[config.mk]
export PLATFORM = sky130hd
export DESIGN_NAME = ecp_timer
export DESIGN_NICKNAME = d
export VERILOG_FILES = /design/src/rtl/ecp_pkg.sv /design/src/rtl/ecp_timer.sv
export SDC_FILE = /design/constraint.sdc
export NUM_CORES = 1
export LEC_CHECK = 0
export ABC_AREA = 0
export BUFFER_PORTS_ARGS = -buffer_cell sky130_fd_sc_hd__buf_2
export CORE_ASPECT_RATIO = 0.7
export CORE_UTILIZATION = 35
export DETAILED_ROUTE_END_ITERATION = 8
export HOLD_SLACK_MARGIN = 0.15
export PLACE_DENSITY = 0.56
export SYNTH_ARGS = -nofsm -noshare
export SYNTH_HDL_FRONTEND = slang
export SYNTH_SLANG_ARGS = --single-unit
[constraint.sdc]
create_clock -name clk -period 2.95 [get_ports clk]
set_input_delay 0.4425 -clock clk [delete_from_list [all_inputs] [get_ports clk]]
set_output_delay 0.4425 -clock clk [all_outputs]
set_load 0.02 [all_outputs]
[src/rtl/ecp_pkg.sv]
// ecp_pkg: constants, register map and carrier types of the event counter / capture block
// assumes a 32-bit APB master and a 100 MHz peripheral clock
package ecp_pkg;
  // register byte offsets
  localparam logic [7:0] OFF_MODE   = 8'h00;
  localparam logic [7:0] OFF_CCCTRL = 8'h04;
  localparam logic [7:0] OFF_PRESEL = 8'h08;
  localparam logic [7:0] OFF_CMPA   = 8'h0c;
  localparam logic [7:0] OFF_CAPB   = 8'h10;
  localparam logic [7:0] OFF_COUNT  = 8'h14;
  localparam logic [7:0] OFF_STATUS = 8'h18;
  // prescale_edge_select field positions, capture-enable and overflow bit positions
  localparam int CLK_SEL_LO    = 0;
  localparam int EDGE_SEL_A_LO = 4;
  localparam int EDGE_SEL_B_LO = 6;
  localparam int CAP_EN_BIT    = 0;
  localparam int OVF_BIT       = 0;
  // reset values
  localparam logic [15:0] CMP_RST    = 16'h0000;
  localparam logic [7:0]  PRESEL_RST = 8'h00;
  // edge select codes
  localparam logic [1:0] EDGE_FALL = 2'b00;
  localparam logic [1:0] EDGE_RISE = 2'b01;
  localparam logic [1:0] EDGE_BOTH = 2'b11;
  // count clock codes and divider ends
  localparam logic [1:0] CLK_DIV1  = 2'b00;
  localparam logic [1:0] CLK_DIV4  = 2'b01;
  localparam logic [1:0] CLK_DIV256 = 2'b10;
  localparam logic [1:0] CLK_EDGE  = 2'b11;
  localparam logic [7:0] DIV4_END   = 8'h03;
  localparam logic [7:0] DIV256_END = 8'hff;
  localparam logic [15:0] CNT_MAX   = 16'hffff;

  typedef enum logic [1:0] {
    ECP_STOP,
    ECP_EVENT,
    ECP_FREE,
    ECP_RESTART
  } ecp_mode_t;

  typedef struct packed {
    logic        psel;
    logic        penable;
    logic        pwrite;
    logic [7:0]  paddr;
    logic [31:0] pwdata;
  } ecp_apb_req_t;

  typedef struct packed {
    logic [31:0] prdata;
    logic        pready;
    logic        pslverr;
  } ecp_apb_rsp_t;
endpackage : ecp_pkg

[src/rtl/ecp_timer.sv]
// ecp_timer: 16-bit event counter with clear-on-match and two-input pulse capture
// assumes inputs synchronous to clk, a 32-bit APB master, synchronous active-high reset
//
// Contract
// - event mode: counter advances once per filtered valid edge of event_input_a
// - counter equal to compare_capture_a clears to zero, keeps counting, raises match_irq_a
// - edge of event_input_a chosen by bits 5:4 of prescale_edge_select
// - event mode samples event_input_a each clk; new level accepted after two samples
// - clear-on-match sets overflow flag only when compare holds ffff
// - capture inputs sampled at the count clock, or at clk when the count clock is the event_input_a edge, filtered by two equal samples
// - free running: edge on event_input_a copies counter to capture_b, capture_irq_b
// - free running: edge on capture_input_b copies counter to compare_capture_a, match_irq_a
// - free-running wrap sets the overflow flag
// - measurement free running or restarted on event_input_a edges
// - edge code 00 falling, 01 rising, 11 both, 10 none
// - count clock is clk, clk/4, clk/256 or event_input_a valid edge
//
// Implementation choices: the address map and register access over APB.
module ecp_timer (
  // clock and reset
  input  wire logic                 clk,
  input  wire logic                 rst,
  // register bus
  input  wire ecp_pkg::ecp_apb_req_t apb_req,
  output      ecp_pkg::ecp_apb_rsp_t apb_rsp,
  // external pins
  input  wire logic                 event_input_a,
  input  wire logic                 capture_input_b,
  // interrupt pulses
  output      logic                 match_irq_a,
  output      logic                 capture_irq_b
);

  typedef struct packed {
    ecp_pkg::ecp_mode_t mode;
    logic               cap_en;
    logic [7:0]         presel;
    logic [15:0]        cmp;
    logic [15:0]        capb;
    logic [15:0]        cnt;
    logic               ovf;
    logic [7:0]         pre;
    logic               fa_smp;
    logic               fa_lvl;
    logic               sa_smp;
    logic               sa_lvl;
    logic               sb_smp;
    logic               sb_lvl;
    logic               irq_a;
    logic               irq_b;
    ecp_pkg::ecp_apb_rsp_t rsp;
  } ecp_state_t;

  ecp_state_t s_q;
  ecp_state_t s_d;

  logic [1:0] clk_sel;
  logic [1:0] edge_a;
  logic [1:0] edge_b;
  logic       fa_edge;
  logic       sa_edge;
  logic       sb_edge;
  logic       pre_tick;
  logic       smp_tick;
  logic       cnt_tick;
  logic       run;
  logic       wr_en;
  logic       rd_en;

  // 10 never matches either branch
  function automatic logic edge_ok(input logic [1:0] sel, input logic lvl);
    edge_ok = (lvl && (sel == ecp_pkg::EDGE_RISE || sel == ecp_pkg::EDGE_BOTH)) ||
              (!lvl && (sel == ecp_pkg::EDGE_FALL || sel == ecp_pkg::EDGE_BOTH));
  endfunction : edge_ok

  assign clk_sel = s_q.presel[ecp_pkg::CLK_SEL_LO +: 2];
  assign edge_a  = s_q.presel[ecp_pkg::EDGE_SEL_A_LO +: 2];
  assign edge_b  = s_q.presel[ecp_pkg::EDGE_SEL_B_LO +: 2];

  // a level is accepted only once two consecutive samples agree
  assign fa_edge = (event_input_a == s_q.fa_smp) && (event_input_a != s_q.fa_lvl)
                   && edge_ok(edge_a, event_input_a);
  assign sa_edge = smp_tick && (event_input_a == s_q.sa_smp) && (event_input_a != s_q.sa_lvl)
                   && edge_ok(edge_a, event_input_a);
  assign sb_edge = smp_tick && (capture_input_b == s_q.sb_smp)
                   && (capture_input_b != s_q.sb_lvl)
                   && edge_ok(edge_b, capture_input_b);

  always_comb begin
    case (clk_sel)
      ecp_pkg::CLK_DIV1:   pre_tick = 1'b1;
      ecp_pkg::CLK_DIV4:   pre_tick = (s_q.pre[1:0] == ecp_pkg::DIV4_END[1:0]);
      ecp_pkg::CLK_DIV256: pre_tick = (s_q.pre == ecp_pkg::DIV256_END);
      default:             pre_tick = fa_edge;
    endcase
  end

  // with the pin edge as count clock, captures still sample at clk
  assign smp_tick = (clk_sel == ecp_pkg::CLK_EDGE) ? 1'b1 : pre_tick;
  assign cnt_tick = (s_q.mode == ecp_pkg::ECP_EVENT) ? fa_edge : pre_tick;
  assign run      = (s_q.mode != ecp_pkg::ECP_STOP);
  // writes land on the edge where the master sees pready
  assign wr_en    = apb_req.psel && apb_req.penable && apb_req.pwrite && s_q.rsp.pready;
  assign rd_en    = apb_req.psel && apb_req.penable && !s_q.rsp.pready;

  always_comb begin
    s_d = s_q;
    s_d.irq_a = 1'b0;
    s_d.irq_b = 1'b0;
    s_d.pre = s_q.pre + 8'h01;
    // filters run even while stopped, so the pin level is known at start
    s_d.fa_smp = event_input_a;
    if (event_input_a == s_q.fa_smp) begin
      s_d.fa_lvl = event_input_a;
    end
    if (smp_tick) begin
      s_d.sa_smp = event_input_a;
      s_d.sb_smp = capture_input_b;
      if (event_input_a == s_q.sa_smp) begin
        s_d.sa_lvl = event_input_a;
      end
      if (capture_input_b == s_q.sb_smp) begin
        s_d.sb_lvl = capture_input_b;
      end
    end

    // software side
    s_d.rsp.pready = rd_en;
    s_d.rsp.pslverr = 1'b0;
    s_d.rsp.prdata = 32'h0000_0000;
    if (rd_en) begin
      case (apb_req.paddr)
        ecp_pkg::OFF_MODE:   s_d.rsp.prdata = {30'h0000_0000, s_q.mode};
        ecp_pkg::OFF_CCCTRL: s_d.rsp.prdata = {31'h0000_0000, s_q.cap_en};
        ecp_pkg::OFF_PRESEL: s_d.rsp.prdata = {24'h00_0000, s_q.presel};
        ecp_pkg::OFF_CMPA:   s_d.rsp.prdata = {16'h0000, s_q.cmp};
        ecp_pkg::OFF_CAPB:   s_d.rsp.prdata = {16'h0000, s_q.capb};
        ecp_pkg::OFF_COUNT:  s_d.rsp.prdata = {16'h0000, s_q.cnt};
        ecp_pkg::OFF_STATUS: s_d.rsp.prdata = {31'h0000_0000, s_q.ovf};
        default:             s_d.rsp.pslverr = 1'b1;
      endcase
    end
    if (wr_en) begin
      case (apb_req.paddr)
        ecp_pkg::OFF_MODE:   s_d.mode = ecp_pkg::ecp_mode_t'(apb_req.pwdata[1:0]);
        ecp_pkg::OFF_CCCTRL: s_d.cap_en = apb_req.pwdata[ecp_pkg::CAP_EN_BIT];
        ecp_pkg::OFF_PRESEL: s_d.presel = apb_req.pwdata[7:0] & 8'hf3;
        ecp_pkg::OFF_CMPA:   s_d.cmp = apb_req.pwdata[15:0];
        ecp_pkg::OFF_STATUS: s_d.ovf = s_q.ovf & ~apb_req.pwdata[ecp_pkg::OVF_BIT];
        default:             s_d.mode = s_q.mode;
      endcase
    end

    // counter side; hardware captures win over a software write to the compare
    if (!run) begin
      s_d.cnt = 16'h0000;
    end else if (s_q.mode == ecp_pkg::ECP_EVENT) begin
      if (cnt_tick) begin
        if (s_q.cnt == s_q.cmp) begin
          s_d.cnt = 16'h0000;
          s_d.irq_a = 1'b1;
          if (s_q.cmp == ecp_pkg::CNT_MAX) begin
            s_d.ovf = 1'b1;
          end
        end else begin
          s_d.cnt = s_q.cnt + 16'h0001;
        end
      end
    end else begin
      if (cnt_tick) begin
        s_d.cnt = s_q.cnt + 16'h0001;
        if (s_q.cnt == ecp_pkg::CNT_MAX) begin
          s_d.ovf = 1'b1;
        end
      end
      if (sa_edge) begin
        s_d.capb = s_q.cnt;
        s_d.irq_b = 1'b1;
        if (s_q.mode == ecp_pkg::ECP_RESTART) begin
          s_d.cnt = 16'h0000;
        end
      end
      if (sb_edge) begin
        s_d.irq_a = 1'b1;
        if (s_q.cap_en) begin
          s_d.cmp = s_q.cnt;
        end
      end
    end
  end

  always_ff @(posedge clk) begin
    if (rst) begin
      s_q        <= '0;
      s_q.mode   <= ecp_pkg::ECP_STOP;
      s_q.cmp    <= ecp_pkg::CMP_RST;
      s_q.presel <= ecp_pkg::PRESEL_RST;
    end else begin
      s_q <= s_d;
    end
  end

  assign apb_rsp       = s_q.rsp;
  assign match_irq_a   = s_q.irq_a;
  assign capture_irq_b = s_q.irq_b;
endmodule : ecp_timer

==> results of run 1 <==
-- cells in the final DEF, fill, tap and decap left out, types with 3 or more instances in the layout --
master | Yosys | final
dfxtp_1 | 92 | 92
nor2_1 | 66 | 65
nand2_1 | 55 | 55
buf_2 | 8 | 50
nand3_1 | 38 | 38
a21oi_1 | 28 | 28
mux2i_1 | 23 | 23
buf_4 | 38 | 21
xnor2_1 | 19 | 19
nand4_1 | 16 | 16
conb_1 | 1 | 16
a222oi_1 | 15 | 15
o21ai_0 | 14 | 14
a311oi_2 | 10 | 10
clkbuf_16 | 0 | 9
nor2b_1 | 7 | 7
and3_1 | 7 | 7
a31oi_1 | 7 | 7
nor3_1 | 6 | 6
or3_1 | 6 | 6
a311oi_1 | 6 | 6
ha_1 | 6 | 6
inv_1 | 5 | 5
a22oi_1 | 4 | 4
xor2_1 | 3 | 3
-- power by group --
part	switching, mW	internal [mW]
logic	0.0623	0.0290
registers	0.00708	1.25
clock network	0.520	0.752
-- area by class of cell --
| class | instances | area (sq um) |
|---|---|---|
| well taps | 185 | 231 |
| clock buffers | 10 | 229 |
| flip-flops and latches | 92 | 1840 |
| repair buffers | 71 | 408 |
| inverters | 5 | 18.8 |
| fillers | 1335 | 7940 |
| clock inverters | 6 | 95.1 |
| multi-input cells | 396 | 2510 |
-- critical path, stage by stage, from the launching register on --
cell	delay (ns)
dfxtp_1	0.46
inv_1	0.07
ha_1	0.18
o21ai_0	0.27
a2bb2oi_1	0.43
o31ai_2	0.17
nor3_1	0.62
a21oi_1	0.09
mux2i_1	0.21
-- layer usage --
layer	global-route usage (%)	part of all wire (%)	vias up	wire, microns
met2	27.2	42	134	5440
met4	5.05	0.90	0	116
met3	4.20	6.6	13	851
li1	-	-	1990	-
met5	0	0	-	0
met1	27.9	50	1993	6420
-- cells in the mapped netlist (5+ instances only) --
| cell | number | area, sq um |
|---|---|---|
| dfxtp_1 | 92 | 1840 |
| nor2_1 | 66 | 248 |
| nand2_1 | 55 | 206 |
| buf_4 | 38 | 285 |
| nand3_1 | 38 | 190 |
| a21oi_1 | 28 | 140 |
| clkbuf_1 | 28 | 105 |
| mux2i_1 | 23 | 230 |
| xnor2_1 | 19 | 166 |
| nand4_1 | 16 | 100 |
| a222oi_1 | 15 | 150 |
| o21ai_0 | 14 | 70.1 |
| a311oi_2 | 10 | 150 |
| buf_2 | 8 | 40.0 |
| a31oi_1 | 7 | 43.8 |
| and3_1 | 7 | 43.8 |
| nor2b_1 | 7 | 43.8 |
| a311oi_1 | 6 | 52.6 |
| ha_1 | 6 | 75.1 |
| nor3_1 | 6 | 30.0 |
| or3_1 | 6 | 37.5 |
| inv_1 | 5 | 18.8 |
-- path summary, 6_finish.rpt --
| path | start | endpoint | slack, ns | depth (start not counted) |
|---|---|---|---|---|
| hold reg to reg | s_q[42] | s_q[42] | 0.45 | 1 |
| setup reg to reg | edge_a[1] | s_q[57] | 0.36 | 8 |
| setup / recovery | edge_a[1] | s_q[57] | 0.36 | 8 |
| hold / removal | rst | capture_irq_b | 0.36 | 2 |
-- registers in the layout, indices dropped and copies added (netlist names) --
register / count
apb_rsp: 18
capture_irq_b: 1
clk_sel: 2
edge_a: 2
edge_b: 2
match_irq_a: 1
s_q: 66
-- logic make-up (layout without fill, tap and decap cells) --
| kind of cell | after synthesis | in the layout | synth area share, % |
|---|---|---|---|
| and+or+nand+nor | 222 | 222 | 22.8 |
| AOI/OAI and AO/OA | 106 | 106 | 17.6 |
| DFF | 92 | 92 | 38.5 |
| buffers and inverters | 84 | 92 | 10.4 |
| muxes | 24 | 24 | 5.04 |
| xor gates and xnor gates | 22 | 22 | 4.02 |
| adders and majority gates | 6 | 6 | 1.57 |
| other | 1 | 16 | 0.0783 |
-- stage by stage --
stage                     std cells  cell area [sq um]  worst slack (ns)  hold WS, ns
final                           765               5330             0.362        0.359
after floorplan                 572               4850             0.901        0.418
after CTS                       765               5330             0.387        0.355
after global routing            765               5330             0.196        0.365
after detailed placement        749               5010             0.393        0.437
after global placement          749               5010             0.426        0.429
==> qor.csv, run 1 <==
metric;value;unit
tightest_slew;0.716;ns
hold_class;in2reg;
ctsHoldBuffers;0;
wl;12800;microns
synthesis.area;4790;sq um
coreArea;13300;sq um
cts.path.max_buffers;2;
syn_avg_cell_area;8.60;sq um
first_global_vias;3896;
fin_setup_tns;0;ns
antenna_found_initial;0;
pin_count;83;
yosys_warnings;0;
cts_sinks;92;
synth_cell_types;64;
clock_tree.root_cell;clkbuf_16;
fin_total_pwr;2.62;mW
yosysSeqAreaShare;38.5;%
die-area;14200;sq um
die_w;142;microns
tritoncts;done;
drv_cap;0;
rsz0062_at_grt;false;
worst_slew_margin_rel;51.9;%
hpwl;9280;microns
fp.dieH;99.9;microns
io_buffers;50;
grt_pass1_wl;20700;microns
worst_setup_path_start_kind;register;
n_antenna_cell;0;
period_needed;2.59;ns
vdd_drop_max;0.000278;V
cts_buffers;9;
clock_latency;0.35;ns
worst_ep_required_time;3.22;ns
rows;35;
grt.total_usage;18.8;%
synth_flop_cell;dfxtp_1;
synthCells;557;
async_flop_share;0;%
h-tree-depth;3;
synth_enable_flop_cells;0;
fin_util;40.2;%
area.growth.synth_to_final;11.3;%
synth-seq-cells;92;
fmax;0.386;GHz
finalSetupViolations;0;
viasPerCell;5.40;
status;finished, final reports clean;
p_per_area;492;nW/um^2
gp_congestion;0.829;
clkTransAtPathRegs;0.08;ns
vias;4130;
cp.arrival;2.86;ns
fin_crit_sh;87.7;%
globalRoute.totalOverflow;0;
post_cts_buffers;0;
final_antenna_net_count;0;
cp_max_fo;4;
skew;0.0149;ns
start_util;36.1;%
grt_start_max_net_pins;57;
final-hold-violation-count;0;
layout-drive-gt1-share;19.1;%
firstDrtPassIters;5;
power_leakage;1.91;nW
fin_nets;628;
wl_per_cell;16.8;microns
end_kind;register;
drc;0;
first_iter_violations;322;
crit_type;reg2reg;
slew_viol_final;0;
ctsResizeCount;0;
Note: power is estimated with default switching activity, not from simulation.
==> run 2, diff against run 1 <==
Settings changed: ABC_AREA 0 to 1, TNS_END_PERCENT set to 1.
==> qor.csv, run 2 <==
metric;value;unit;change
status;finished, final reports clean;;
start_util;35.9;%;-0.15 points
synth_flop_cell;dfxtp_1;;
gr-usage-met3;6.16;%;+2.0 points
final_cells;1013;;+32%
slew_viol_final;0;;unchanged
post_cts_buffers;0;;unchanged
synth_cell_types;43;;-33%
cts_buffers;9;;unchanged
layout-drive-gt1-share;12.7;%;-6.4 points
finalSetupViolations;0;;unchanged
yosysMostFrequentCell;nand2_1;;
antenna_found_initial;0;;unchanged
fin_ws;0.764;ns;+0.401 ns
hpwl;11300;microns;+22%
hold_class;in2reg;;
regMostFlops;s_q;;
rows;37;;+5.7%
clock_tree.root_cell;clkbuf_16;;
io_buffers;50;;unchanged
yosysSeqAreaShare;34.8;%;-3.6 points
coreArea;14700;sq um;+11%
period_needed;2.19;ns;-0.401 ns
grt_pass1_wl;23800;microns;+15%
grt_use_met2;24.8;%;-2.5 points
cts.path.max_buffers;2;;unchanged
die-area;15600;sq um;+10%
place_area;5460;sq um;+9.0%
met1_usage;32.0;%;+4.1 points
holdWs;0.356;ns;-0.00353 ns
cts_sinks;92;;unchanged
worstPathCellList;nand3_1, inv_1, nand2_1, o21ai_1, inv_1, nand2_1, nand2_1, nor2_1;;
synth_enable_flop_cells;0;;unchanged
yosys_warnings;0;;unchanged
seqCellArea;1840;sq um;unchanged
firstDrtPassIters;5;;unchanged
fmax;0.457;GHz;+18%
tightest_slew;0.624;ns;-0.0926 ns
grt.total_usage;20.1;%;+1.3 points
top_usage_layer;met1;;
synthCells;801;;+44%
globalRoute.totalOverflow;0;;unchanged
first_iter_violations;447;;+39%
clkTransAtPathRegs;0.07;ns;about the same
viasPerCell;4.83;;-11%
worstHoldPathCells;3;;+1
worst_setup_path_start_kind;register;;
design_area;5760;sq um;+8.0%
ctsResizeCount;0;;unchanged
num-fill-cells;1590;;+19%
cpPeakStageDelay;0.51;ns;-0.11 ns
rr_worst_depth;8;;unchanged
crit_top_cell;nand2_1;;
grt_start_max_net_pins;34;;-40%
final-hold-violation-count;0;;unchanged
synth_common_cells;198 x nand2_1, 92 x dfxtp_1, 92 x nor2_1;;
first_global_vias;4352;;+12%
rsz0062_at_grt;false;;
wl_per_cell;14.8;microns;-12%
synthTopCellsByArea;dfxtp_1 35%, nand2_1 14%, nor2_1 6.5%, inv_1 6.3%, a21oi_1 6.1%;;
crit_type;reg2reg;;
cp.arrival;2.46;ns;-0.40 ns
critPathSlowestCell;nand2_1;;
n_antenna_cell;0;;unchanged
synth_top_area_share;34.8;%;-3.6 points
async_flop_share;0;%;unchanged
synthesis.area;5290;sq um;+10%
clock_latency;0.35;ns;about the same
power_leakage;2.50;nW;+31%
vdd_drop_max;0.000226;V;-19%
cp_max_fo;20;;+16
wl;14900;microns;+16%
p_per_area;442;nW/um^2;-10%
h-tree-depth;3;;unchanged
largest_reg_flops;66;;unchanged
syn_avg_cell_area;6.61;sq um;-23%
layout_common_cells;198 x nand2_1, 92 x nor2_1, 92 x dfxtp_1, 89 x inv_1, 64 x a21oi_1;;
fin_crit_sh;74.1;%;-14 points
gp_congestion;0.891;;+7.4%
fin_setup_tns;0;ns;unchanged
final_antenna_net_count;0;;unchanged
fin_total_pwr;2.54;mW;-2.9%
end_kind;register;;
placed_cells;998;;+33%
drv_cap;0;;unchanged
tritoncts;done;;
final_common_cell;nand2_1;;
pin_count;83;;unchanged
drc;0;;unchanged
multi_input_area;2700;sq um;+7.6%
vias;4888;;+18%
synth_area_leader_cell;dfxtp_1;;
fp.dieH;105;microns;+5.0%
synth-seq-cells;92;;unchanged
worst_ep_required_time;3.23;ns;about the same
r2r_slack;0.76;ns;+0.40 ns
ctsHoldBuffers;0;;unchanged
die_w;149;microns;+5.0%
fin_nets;867;;+38%
post-place-ws;0.576;ns;+0.183 ns
skew;0.00945;ns;-0.00541 ns
worst_slew_margin_rel;58.3;%;+6.4 points
fin_util;39.1;%;-1.1 points
area.growth.synth_to_final;8.77;%;
## run 2: critical path, delay by kind of cell, from the launching register on
kind                   cells  cell delay, ns
DFF                        1            0.37
AOI/OAI and AO/OA          1            0.26
buffers and inverters      2            0.50
and+or+nand+nor            5            0.97
## run 2: final timing paths
path	startpoint	endpoint
worst min-delay path	apb_req[6]	edge_b[0]
worst max-delay path	apb_rsp[1]	s_q[84]
worst min register to register	s_q[75]	s_q[75]
worst max register to register	apb_rsp[1]	s_q[84]
## run 2: where the power goes
part / internal (mW) / switching, mW / leakage, nW
Clock: 0.661 / 0.522 / 0.136
Sequential: 1.25 / 0.00589 / 0.743
Combinational: 0.0327 / 0.0736 / 1.62
Total: 1.94 / 0.601 / 2.50
## run 2: final cells by class
| class | count | share of cell area [%] |
|---|---|---|
| multi-input combinational | 556 | 46.9 |
| sequential | 92 | 32.0 |
| inverter | 97 | 6.33 |
| timing repair buffer | 58 | 5.39 |
| tap | 195 | 4.24 |
| clock buffer | 9 | 3.91 |
| clock inverter | 6 | 1.26 |
## run 2: cells by family (layout without fill, tap and decap cells)
kind of cell	after synthesis	after routing	synth area share, %
XOR/XNOR	17	17	2.81
AO/OA/AOI/OAI	129	129	13.2
AND/OR/NAND/NOR	388	388	32.4
buffers and inverters	168	170	15.3
flip-flops	92	92	34.8
other	1	16	0.0709
adder cells (fa/ha/maj)	6	6	1.42
## run 2: routing by layer
layer | wire length (microns) | vias up
li1 | - | 2516
met1 | 8180 | 2184
met2 | 5210 | 174
met3 | 1380 | 14
met4 | 172 | 0
met5 | 0 | -
